**src/quad_timer_pkg.sv**
```systemverilog
// Shared constants and types for the four-timer counting unit.
package quad_timer_pkg;

    // Counter geometry.
    localparam int NUM_TIMERS = 4;
    localparam int NUM_PAIRS  = 2;
    localparam int CNT_W      = 8;

    // Counter values of note.
    localparam logic [7:0] CNT_ZERO  = 8'h00;
    localparam logic [7:0] CNT_MAX   = 8'hFF;
    localparam logic [7:0] CNT_RESET = 8'h00;

    // Timer clock selection codes.
    localparam logic [1:0] CLK_LOW     = 2'h0;
    localparam logic [1:0] CLK_HIGH    = 2'h1;
    localparam logic [1:0] CLK_EXT     = 2'h2;
    localparam logic [1:0] CLK_CASCADE = 2'h3;

    // Positions of the pin inputs in the synchroniser vector.
    localparam int NUM_PINS   = 8;
    localparam int PIN_LOW    = 0;
    localparam int PIN_HIGH   = 1;
    localparam int PIN_EXT02  = 2;
    localparam int PIN_EXT13  = 3;
    localparam int PIN_TB64   = 4;
    localparam int PIN_WINDOW = 5;
    localparam int PIN_CAP0   = 6;
    localparam int PIN_CAP1   = 7;

    // Interrupt vector addresses, timer 3 down to timer 0.
    localparam logic [3:0][15:0] VECTOR_ADDR = {16'h0026, 16'h0024, 16'h0022, 16'h0020};
    localparam logic [15:0]      VEC_NONE    = 16'h0000;

    // Frequency measurement sequencer states.
    typedef enum logic [1:0] {FM_IDLE, FM_WAIT, FM_COUNT} freq_state_e;

endpackage

```
**src/timer_slice.sv**
```systemverilog
// One 8-bit timer: counter, data register, reload and capture.
`timescale 1ns/1ps
module timer_slice
    import quad_timer_pkg::*;
#(
    parameter int WIDTH = CNT_W
)
(
    input  wire logic             clock,
    input  wire logic             srst,
    input  wire logic             tick,
    input  wire logic             reloadOk,
    input  wire logic             captureMode,
    input  wire logic             captureNow,
    input  wire logic             cntWrite,
    input  wire logic             dataWrite,
    input  wire logic [WIDTH-1:0] wrData,
    output logic      [WIDTH-1:0] count,
    output logic      [WIDTH-1:0] data,
    output logic                  overflow
);

    logic [WIDTH-1:0] count_reg;
    logic [WIDTH-1:0] count_next;
    logic [WIDTH-1:0] data_reg;
    logic [WIDTH-1:0] data_next;

    // Overflow is the tick that leaves the all-ones value.
    assign overflow = tick && (count_reg == {WIDTH{1'b1}});
    assign count    = count_reg;
    assign data     = data_reg;

    // A software write to the counter wins over counting, so that
    // the reload value and the count always agree after a write.
    always_comb
    begin
        count_next = count_reg;
        data_next  = data_reg;
        if (cntWrite)
        begin
            count_next = wrData;
            data_next  = wrData;
        end
        else
        begin
            if (tick)
            begin
                if (!overflow)
                    count_next = count_reg + 1'b1;
                else if (captureMode || !reloadOk)
                    count_next = '0;
                else
                    count_next = data_reg;
            end
            if (dataWrite)
                data_next = wrData;
            else if (captureNow)
                data_next = count_reg;
        end
    end

    // State registers.
    always_ff @(posedge clock)
    begin
        if (srst)
        begin
            count_reg <= '0;
            data_reg  <= '0;
        end
        else
        begin
            count_reg <= count_next;
            data_reg  <= data_next;
        end
    end

endmodule

```
**src/quad_timer_modes_unit.sv**
```systemverilog
// Four 8-bit timers with pairing, reload, capture and frequency measurement.
`timescale 1ns/1ps
module quad_timer_modes_unit
    import quad_timer_pkg::*;
(
    input  wire logic                  clock,
    input  wire logic                  srst,
    input  wire logic                  lowSpeedClk,
    input  wire logic                  highSpeedClk,
    input  wire logic                  extClk02,
    input  wire logic                  extClk13,
    input  wire logic                  timeBase64Hz,
    input  wire logic                  measureWindowPulse,
    input  wire logic                  capturePin0,
    input  wire logic                  capturePin1,
    input  wire logic [3:0]            runBit,
    input  wire logic [1:0]            captureEnable,
    input  wire logic [3:0][1:0]       clockSelect,
    input  wire logic [1:0]            freqWrite,
    input  wire logic [1:0]            freqWriteData,
    input  wire logic [7:0]            writeData,
    input  wire logic [3:0]            counterWrite,
    input  wire logic [3:0]            dataWrite,
    input  wire logic [1:0]            statusRead,
    input  wire logic [3:0]            enableRegTwo,
    input  wire logic                  masterIrqEnable,
    input  wire logic [3:0]            requestClear,
    output logic      [3:0][7:0]       counterValue,
    output logic      [3:0][7:0]       dataValue,
    output logic      [3:0]            overflowFlag,
    output logic                       portBPin0,
    output logic                       portBPin1,
    output logic      [1:0]            captureFlag,
    output logic      [1:0]            freqMeasureBit,
    output logic      [3:0]            requestRegTwo,
    output logic                       cpuIrq,
    output logic      [15:0]           irqVector
);

    ////////////////////////////////////////////////////////////////////////////
    // Pin synchronisers.

    logic [NUM_PINS-1:0] pinRaw;
    logic [NUM_PINS-1:0] sync1_reg;
    logic [NUM_PINS-1:0] sync2_reg;
    logic [NUM_PINS-1:0] sync3_reg;
    logic [NUM_PINS-1:0] pinLevel_reg;
    logic [NUM_PINS-1:0] pinLevel_next;
    logic [NUM_PINS-1:0] pinFall;
    logic [NUM_PINS-1:0] pinChange;

    assign pinRaw = {capturePin1, capturePin0, measureWindowPulse, timeBase64Hz,
                     extClk13, extClk02, highSpeedClk, lowSpeedClk};

    // A level is accepted only once the second and third stages agree,
    // which filters a single-cycle glitch on a slow pin.
    always_comb
    begin
        pinLevel_next = pinLevel_reg;
        for (int k = 0; k < NUM_PINS; k++)
        begin
            if (sync2_reg[k] == sync3_reg[k])
                pinLevel_next[k] = sync3_reg[k];
        end
    end

    assign pinFall   = pinLevel_reg & ~pinLevel_next;
    assign pinChange = pinLevel_reg ^ pinLevel_next;

    // Synchroniser stages and accepted levels.
    always_ff @(posedge clock)
    begin
        if (srst)
        begin
            sync1_reg    <= '0;
            sync2_reg    <= '0;
            sync3_reg    <= '0;
            pinLevel_reg <= '0;
        end
        else
        begin
            sync1_reg    <= pinRaw;
            sync2_reg    <= sync1_reg;
            sync3_reg    <= sync2_reg;
            pinLevel_reg <= pinLevel_next;
        end
    end

    ////////////////////////////////////////////////////////////////////////////
    // Timer clock selection and run arming.

    logic [3:0]  selFall;
    logic [3:0]  active_reg;
    logic [3:0]  active_next;
    logic [3:0]  tick;
    logic [3:0]  ovf;
    logic [3:0]  reloadOk;
    logic [3:0]  captureMode;
    logic [3:0]  captureNow;
    logic [1:0]  paired;
    freq_state_e fmState_reg [NUM_PAIRS];
    freq_state_e fmState_next [NUM_PAIRS];

    // Falling edges of the selected clock; the cascade code is resolved
    // per pair below, so a lower timer treats it as the fast clock.
    always_comb
    begin
        for (int i = 0; i < NUM_TIMERS; i++)
        begin
            case (clockSelect[i])
                CLK_LOW:  selFall[i] = pinFall[PIN_LOW];
                CLK_HIGH: selFall[i] = pinFall[PIN_HIGH];
                CLK_EXT:  selFall[i] = (i % 2 == 0) ? pinFall[PIN_EXT02]
                                                     : pinFall[PIN_EXT13];
                default:  selFall[i] = pinFall[PIN_HIGH];
            endcase
        end
    end

    // The first falling edge after run arms the timer without counting and
    // the first edge after run clears disarms it, also without counting.
    always_comb
    begin
        active_next = active_reg;
        for (int i = 0; i < NUM_TIMERS; i++)
        begin
            if (selFall[i])
                active_next[i] = runBit[i];
        end
    end

    always_ff @(posedge clock)
    begin
        if (srst)
            active_reg <= '0;
        else
            active_reg <= active_next;
    end

    ////////////////////////////////////////////////////////////////////////////
    // Pairing, ticks and counters.

    for (genvar p = 0; p < NUM_PAIRS; p++)
    begin : g_pair
        localparam int LO = 2 * p;
        localparam int HI = 2 * p + 1;

        assign paired[p] = (clockSelect[HI] == CLK_CASCADE);

        // Measurement counts only inside the window and not while waiting for it; when idle, run rules.
        assign tick[LO] = (fmState_reg[p] == FM_COUNT) ? selFall[LO]
                        : (fmState_reg[p] == FM_IDLE) && selFall[LO]
                          && active_reg[LO] && runBit[LO];

        // The upper run bit is ignored when cascaded.
        assign tick[HI] = paired[p] ? ovf[LO]
                        : selFall[HI] && active_reg[HI] && runBit[HI];

        // A paired lower half reloads only on the full 16-bit overflow.
        assign reloadOk[LO] = !paired[p] || ovf[HI];
        assign reloadOk[HI] = 1'b1;
    end

    logic [1:0] capFlag_reg;
    logic [1:0] capFlag_next;
    logic       run0;
    logic       run1;
    logic       trig1;
    logic [1:0] freqMeasureBit_reg;
    logic [1:0] freqMeasureBit_next;

    // Capture exists on timers 0 and 1 only.
    assign captureMode[0] = captureEnable[0] && !freqMeasureBit_reg[0];
    assign captureMode[1] = captureEnable[1] || (paired[0] && captureMode[0]);
    assign captureMode[3:2] = 2'b00;

    // Triggers come from the synchronised pins, a few system clocks after
    // the change and so well inside one timer clock period.
    assign run0  = active_reg[0] && runBit[0];
    assign run1  = paired[0] ? run0 : (active_reg[1] && runBit[1]);
    assign trig1 = paired[0] ? pinChange[PIN_CAP0] : pinChange[PIN_CAP1];
    assign captureNow[0] = captureMode[0] && pinChange[PIN_CAP0] && run0
                           && !capFlag_reg[0];
    assign captureNow[1] = captureMode[1] && trig1 && run1
                           && !capFlag_reg[1];
    assign captureNow[3:2] = 2'b00;

    for (genvar t = 0; t < NUM_TIMERS; t++)
    begin : g_timer
        timer_slice #(.WIDTH(CNT_W)) u_slice (
            .clock       (clock),
            .srst        (srst),
            .tick        (tick[t]),
            .reloadOk    (reloadOk[t]),
            .captureMode (captureMode[t]),
            .captureNow  (captureNow[t]),
            .cntWrite    (counterWrite[t]),
            .dataWrite   (dataWrite[t]),
            .wrData      (writeData),
            .count       (counterValue[t]),
            .data        (dataValue[t]),
            .overflow    (ovf[t])
        );
    end

    ////////////////////////////////////////////////////////////////////////////
    // Capture flags and frequency measurement sequencer.

    // A capture in the same cycle as the status read survives the read.
    assign capFlag_next = captureNow[1:0] | (capFlag_reg & ~statusRead);

    // The window clears the measure bit; a software write the same cycle wins.
    always_comb
    begin
        fmState_next        = fmState_reg;
        freqMeasureBit_next = freqMeasureBit_reg;
        for (int p = 0; p < NUM_PAIRS; p++)
        begin
            case (fmState_reg[p])
                FM_IDLE:
                    if (freqMeasureBit_reg[p])
                        fmState_next[p] = FM_WAIT;
                FM_WAIT:
                    if (!freqMeasureBit_reg[p])
                        fmState_next[p] = FM_IDLE;
                    else if (pinFall[PIN_TB64])
                        fmState_next[p] = FM_COUNT;
                FM_COUNT:
                    if (pinLevel_reg[PIN_WINDOW])
                    begin
                        fmState_next[p]        = FM_IDLE;
                        freqMeasureBit_next[p] = 1'b0;
                    end
                    else if (!freqMeasureBit_reg[p])
                        fmState_next[p] = FM_IDLE;
                default:
                    fmState_next[p] = FM_IDLE;
            endcase
            if (freqWrite[p])
                freqMeasureBit_next[p] = freqWriteData[p];
        end
    end

    always_ff @(posedge clock)
    begin
        if (srst)
        begin
            capFlag_reg        <= '0;
            freqMeasureBit_reg <= '0;
            fmState_reg        <= '{default: FM_IDLE};
        end
        else
        begin
            capFlag_reg        <= capFlag_next;
            freqMeasureBit_reg <= freqMeasureBit_next;
            fmState_reg        <= fmState_next;
        end
    end

    ////////////////////////////////////////////////////////////////////////////
    // Overflow flags and interrupt requests.

    logic [3:0]  toggle_reg;
    logic [3:0]  toggle_next;
    logic [3:0]  request_reg;
    logic [3:0]  request_next;
    logic [3:0]  pending;
    logic        irq_reg;
    logic        irq_next;
    logic [15:0] vector_reg;
    logic [15:0] vector_next;

    assign toggle_next  = toggle_reg ^ ovf;
    assign request_next = ovf | (request_reg & ~requestClear);
    assign pending      = request_reg & enableRegTwo;

    // The lowest timer number has the highest priority for the vector.
    always_comb
    begin
        irq_next    = masterIrqEnable && (|pending);
        vector_next = VEC_NONE;
        for (int i = NUM_TIMERS - 1; i >= 0; i--)
        begin
            if (pending[i])
                vector_next = VECTOR_ADDR[i];
        end
    end

    always_ff @(posedge clock)
    begin
        if (srst)
        begin
            toggle_reg  <= '0;
            request_reg <= '0;
            irq_reg     <= 1'b0;
            vector_reg  <= VEC_NONE;
        end
        else
        begin
            toggle_reg  <= toggle_next;
            request_reg <= request_next;
            irq_reg     <= irq_next;
            vector_reg  <= vector_next;
        end
    end

    // Outputs, all taken from flip-flops.
    assign overflowFlag   = toggle_reg;
    assign portBPin0      = toggle_reg[0];
    assign portBPin1      = toggle_reg[1];
    assign captureFlag    = capFlag_reg;
    assign freqMeasureBit = freqMeasureBit_reg;
    assign requestRegTwo  = request_reg;
    assign cpuIrq         = irq_reg;
    assign irqVector      = vector_reg;
endmodule

```
**config.mk**
```make
export PLATFORM = sky130hd
export DESIGN_NAME = quad_timer_modes_unit
export DESIGN_NICKNAME = d
export VERILOG_FILES = /design/src/quad_timer_pkg.sv /design/src/timer_slice.sv /design/src/quad_timer_modes_unit.sv
export SDC_FILE = /design/constraint.sdc
export NUM_CORES = 1
export LEC_CHECK = 0
export BUFFER_PORTS_ARGS = -buffer_cell sky130_fd_sc_hd__buf_2
export CAP_MARGIN = 20
export CELL_PAD_IN_SITES_DETAIL_PLACEMENT = 1
export CELL_PAD_IN_SITES_GLOBAL_PLACEMENT = 1
export CORE_MARGIN = 2
export CORE_UTILIZATION = 25
export CTS_CLUSTER_SIZE = 28
export DETAILED_ROUTE_END_ITERATION = 6
export GPL_TIMING_DRIVEN = 1
export PLACE_DENSITY = 0.58
export SETUP_SLACK_MARGIN = 0.1
export SYNTH_ARGS = -nofsm -noshare
export SYNTH_HDL_FRONTEND = slang
export SYNTH_SLANG_ARGS = --single-unit
```
**constraint.sdc**
```tcl
create_clock -name clock -period 2.5 [get_ports clock]
set_input_delay 0 -clock clock [delete_from_list [all_inputs] [get_ports clock]]
set_output_delay 0 -clock clock [all_outputs]
set_load 0.01 [all_outputs]
```
==> impl_metrics.ini, run 1 <==
[pwr]
power_mw = 5.21
power.leakage_nw = 3.24
ir_drop_mv = 0.382
power_density_nw_per_um2 = 640

[global_route]
grt_pass1_wl_um = 33300
grt_pass1_vias = 5923
grtUsageTotal_pct = 17.5
gr-total-overflow = 0
grt_max_degree = 74
grt_util_met1_pct = 22.6
gr-usage-met3_pct = 3.34
top_usage_layer = met2
antenna_found_initial = 1
grtUsageMet2_pct = 30.1

[floorplan]
coreArea_um2 = 23300
rows = 56
io_pins = 150
initial_core_util_pct = 25.4
die_w_um = 158
die_y_um = 158
dieArea_um2 = 24900

[routing]
wl_per_cell_um = 17.8
wl_um = 21900
detail_route.iter0.violations = 257
drtAntennaViolNets = 0
avgViaCountPerCell = 4.96
detailroute.via_count = 6094
dr.pass1.iters = 4
drc = 0

[final_layout]
postLayoutCoreUtil_pct = 34.9
syn_to_final_growth_pct = 37.5
mostFrequentLayoutCells = buf_2 (135), dfxtp_1 (119), nand2_1 (74)
antenna_cells = 0
final_common_cell = buf_2
final_nets = 956
drive_above_1_share_pct = 25.0
final_area_um2 = 8140
fin_cells = 1228
nFillCells = 2750

[timing]
fin_crit_sh_pct = 93.1
slew_headroom_pct = 57.9
max_freq_mhz = 429
min_period_ns = 2.33
grt_setup_unrepaired = yes
worst_hold_slack_ns = 0.00174
tightest_slew_ns = 0.631
slew_violations = 0
setup_tns_ns = 0
fin_skew_ns = 0.00735
worst_slack_ns = 0.171
hold_violations = 0
finalSetupViolCount = 0

[synth]
async_flop_share_pct = 0
ys_warn_count = 0
yosys.area.top_type = dfxtp_1
yosys.area.top_type_share_pct = 40.6
syn_inst = 705
synth-main-ff-cell = dfxtp_1
synth_area_per_cell_um2 = 8.40
synth_cell_types = 71
synthTopCellsByArea = dfxtp_1 (41%), a21oi_1 (5.1%), nand2_1 (4.8%)
ys_seq_area_share_pct = 40.6
synth_edf_count = 0
synth_area_um2 = 5920
synth_seq_cells = 120

[outcome]
status = completed

[worst_setup_path]
cp.required_ns = 2.86
cp_max_fo = 7
end_kind = flip-flop
worstSetupStartpointType = flip-flop
crit_type = reg -> reg
cp.arrival_ns = 2.69

[placement]
port_buffers = 136
hpwl_um = 15600
dp_cells = 1154
pre_cts_ws_ns = 0.00309
place_congestion = 0.817
dpl_cell_area_um2 = 7100

[clocking]
cts-root-buf = clkbuf_16
clockBufferDepth = 2
clk_transition_reported_paths_ns = 0.06
cts_buffers = 17
cts_max_level = 4
clk_latency_ns = 0.42
clock_sinks = 120
cts_tree = done

[flow_run]
drv_cap = 0

[min_path]
hold_path.class = in -> reg
==> cell families after synthesis <==
| group | count (synthesis) | share of synthesized area (%) |
|---|---|---|
| and+or+nand+nor | 264 | 23.3 |
| adders and majority gates | 4 | 0.845 |
| xor gates and xnor gates | 12 | 1.77 |
| other | 1 | 0.0633 |
| AOI/OAI and AO/OA | 216 | 24.6 |
| DFF | 120 | 40.6 |
| muxes | 19 | 3.23 |
| buffers and inverters | 69 | 5.54 |
==> synthesized netlist by cell type, types with 13 or more instances <==
library cell,number
o21ai_0,52
a21oi_1,60
a311oi_1,15
nor2_1,44
nand2_1,75
nand3_1,31
buf_4,16
nor2b_1,27
dfxtp_1,120
inv_1,15
clkbuf_1,30
mux2i_1,18
nor3_1,13
a211oi_1,19
==> final cells by class <==
| class | count | area [um2] | share of cell area (%) |
|---|---|---|---|
| clock buffers | 19 | 443 | 5.44 |
| clock inverters | 12 | 153 | 1.88 |
| inverters | 16 | 60.1 | 0.738 |
| multi-input cells | 528 | 3270 | 40.1 |
| flip-flops and latches | 120 | 2400 | 29.5 |
| well taps | 319 | 399 | 4.90 |
| repair buffers | 214 | 1410 | 17.4 |
==> timing repair <==
| item | CTS | global route |
|---|---|---|
| resized for setup | 2 | 2 |
| endpoints found under the hold margin | 48 | 0 |
| setup buffers | 0 | 0 |
| endpoints found under the setup margin | 6 | 14 |
| pin swaps | 0 | 1 |
| hold buffers | 43 | 0 |
==> path summary, 6_finish.rpt <==
| path | from | slack [ns] | depth (start not counted) | end |
|---|---|---|---|---|
| hold reg to reg | sync1_reg[4] | 0.44 | 1 | sync2_reg[4] |
| setup / recovery | sync2_reg[1] | 0.17 | 6 | g_timer[3].u_slice.count[1] |
| setup reg to reg | sync2_reg[1] | 0.17 | 6 | g_timer[3].u_slice.count[1] |
| hold / removal | writeData[7] | 0.002 | 3 | g_timer[0].u_slice.count[7] |
==> power by group <==
| group | switching, mW | leakage [nW] | internal [mW] | total (mW) |
|---|---|---|---|---|
| Combinational | 0.335 | 1.97 | 0.255 | 0.590 |
| Sequential | 0.0981 | 0.988 | 2.00 | 2.10 |
| Clock | 0.936 | 0.281 | 1.58 | 2.52 |
| Total | 1.37 | 3.24 | 3.84 | 5.21 |
==> worst max-delay path, stage by stage, from the launching register on <==
cell	delay (ns)
dfxtp_2	0.33
or3b_4	0.43
a2111o_1	0.42
or4_4	0.48
and2_4	0.21
a2111oi_2	0.24
a311o_1	0.16
==> routing by layer <==
metal	wire (um)	part of all wire, %	vias to the layer above
met5	0	0	-
met4	223	1.0	0
met3	1030	4.7	16
met2	10600	49	128
met1	9980	46	2990
li1	-	-	2960
Note: power is estimated with default switching activity, not from simulation.
==> inputs of run 2 (changes only) <==
==> constraint.sdc (replaced) <==
create_clock -name clock -period 2.5 [get_ports clock]
set_input_delay 0.25 -clock clock [delete_from_list [all_inputs] [get_ports clock]]
set_output_delay 0.25 -clock clock [all_outputs]
set_load 0.01 [all_outputs]
==> run 2 against run 1 <==
Critical path depth is the same; non-clock buffer count shrank 42; largest power group unchanged; cell area shrank 5.0%; first-iteration DRC count grew 14%; combinational power shrank 8.3%; setup slack lost 0.0017 ns; sequential cell count is the same; utilization shrank 1.7 points; highest routed layer unchanged; global-route usage is essentially flat; register-to-register slack is essentially flat.
==> impl_metrics.ini, run 2 (synthesized netlist as in run 1, its figures left out) <==
[outcome]
status = completed

[routing]
wl_um = 21500
wl_per_cell_um = 18.1
detail_route.iter0.violations = 293
drc = 0
drtAntennaViolNets = 0
dr.pass1.iters = 4
avgViaCountPerCell = 4.96
detailroute.via_count = 5896

[pwr]
power_density_nw_per_um2 = 665
ir_drop_mv = 0.373
power.leakage_nw = 3.07

[final_layout]
final_area_um2 = 7730
final_nets = 914
drive_above_1_share_pct = 26.6
mostFrequentLayoutCells = buf_2 (135), dfxtp_1 (119), nand2_1 (74)
layout.area.seq_um2 = 2400
syn_to_final_growth_pct = 30.6
nFillCells = 2800
multi_input_area_um2 = 3280
final_common_cell = buf_2

[timing]
max_freq_mhz = 429
hold_violations = 0
fin_skew_ns = 0.00869
finalSetupViolCount = 0
tightest_slew_ns = 0.690
min_period_ns = 2.33
setup_tns_ns = 0
slew_violations = 0
slew_headroom_pct = 54.0
grt_setup_unrepaired = yes
fin_crit_sh_pct = 93.2

[worst_setup_path]
worstSetupStartpointType = flip-flop
slowest_delay_ns = 0.50
end_kind = flip-flop
critPathBufInv = 0
slowest_stage = or4_4
path_cells = or3b_4, a2111o_1, or4_4, and2_4, a2111oi_4, a2111oi_2
cp.arrival_ns = 2.61
regToRegSetupSlack_ns = 0.17
r2r_start = sync2_reg[1]
crit_type = reg -> reg
critical-path-top-delay-family = simple AND/OR/NAND/NOR gates
reg2regPathDepth = 6
cp_max_fo = 7
cp.required_ns = 2.78
r2r-end = g_timer[3].u_slice.count[2]

[global_route]
gr-total-overflow = 0
grtUsageTotal_pct = 17.4
grt_pass1_vias = 5757
grt_max_degree = 97
antenna_found_initial = 1
grt_pass1_wl_um = 33100

[min_path]
whs_path_depth = 2
hold_start = extClk13
whs_endpoint = sync1_reg[3]
hold_path.class = in -> reg

[floorplan]
die_y_um = 158
dieArea_um2 = 24900
rows = 56
io_pins = 150
initial_core_util_pct = 25.4
die_w_um = 158
coreArea_um2 = 23300

[flow_run]
drv_cap = 0

[clocking]
cts-root-buf = clkbuf_16
cts_tree = done
cts_max_level = 4
clk_transition_reported_paths_ns = 0.06
clk_latency_ns = 0.42
cts_buffers = 17
clockBufferDepth = 2
clock_sinks = 120
post_cts_buffers = 0

[placement]
hpwl_um = 15600
place_congestion = 0.815
dpl_cell_area_um2 = 7100
port_buffers = 136
[run 2: cell type report]
type | instances | share of cell area (%)
diodes | 1 | 0.0324
repair buffers | 172 | 12.8
well taps | 319 | 5.16
multi-input cells | 528 | 42.4
clock buffers | 19 | 5.86
clock inverters | 13 | 1.84
inverters | 16 | 0.777
flip-flops and latches | 120 | 31.1
[run 2: through the flow]
stage / util [%] / cells / total power, mW / worst slack (ns) / hold slack, ns
after floorplan: - / 717 / 2.41 / 0.106 / 0.346
after global placement: 30.4 / 1154 / 2.68 / 0.0301 / 0.415
after detailed placement: 30.4 / 1154 / 2.69 / -0.0278 / 0.427
after CTS: 33.1 / 1187 / 5.22 / 0.114 / 0.0162
after global routing: 33.1 / 1187 / 5.36 / 0.0832 / 0.0238
final: 33.1 / 1188 / 5.15 / 0.170 / 0.0344
[run 2: where the power goes]
group          switching (mW)  leakage [nW]  internal, mW
sequential             0.0982         0.988          2.00
clock                   0.977         0.278          1.53
combinational           0.327          1.80         0.214
[run 2: how the worst max path moves through the flow]
stage	startpoint	end	slack (ns)	cells after the start
after global routing	sync2_reg[1]	g_timer[3].u_slice.count[1]	0.08	6
after detailed placement	sync2_reg[1]	g_timer[3].u_slice.count[2]	-0.03	6
after CTS	sync2_reg[1]	g_timer[3].u_slice.count[1]	0.11	6
final	sync2_reg[1]	g_timer[3].u_slice.count[2]	0.17	6
after global placement	sync2_reg[1]	g_timer[3].u_slice.count[1]	0.03	6
after floorplan	sync2_reg[1]	g_timer[1].u_slice.count[2]	0.11	8
[run 2: timing repair]
item / in CTS / in global routing
endpoints found under the setup margin: 7 / 11
gates resized for setup: 3 / 4
hold endpoints to repair: 1 / 0
hold buffers: 1 / 0
pin swaps: 0 / 1
[run 2: layer usage]
layer | GRT usage [%] | up-vias | share of wire (%)
met4 | 6.10 | 0 | 2.0
met1 | 22.9 | 2850 | 47
li1 | - | 2876 | -
met5 | 0 | - | 0
met3 | 3.75 | 31 | 4.9
met2 | 28.2 | 139 | 46
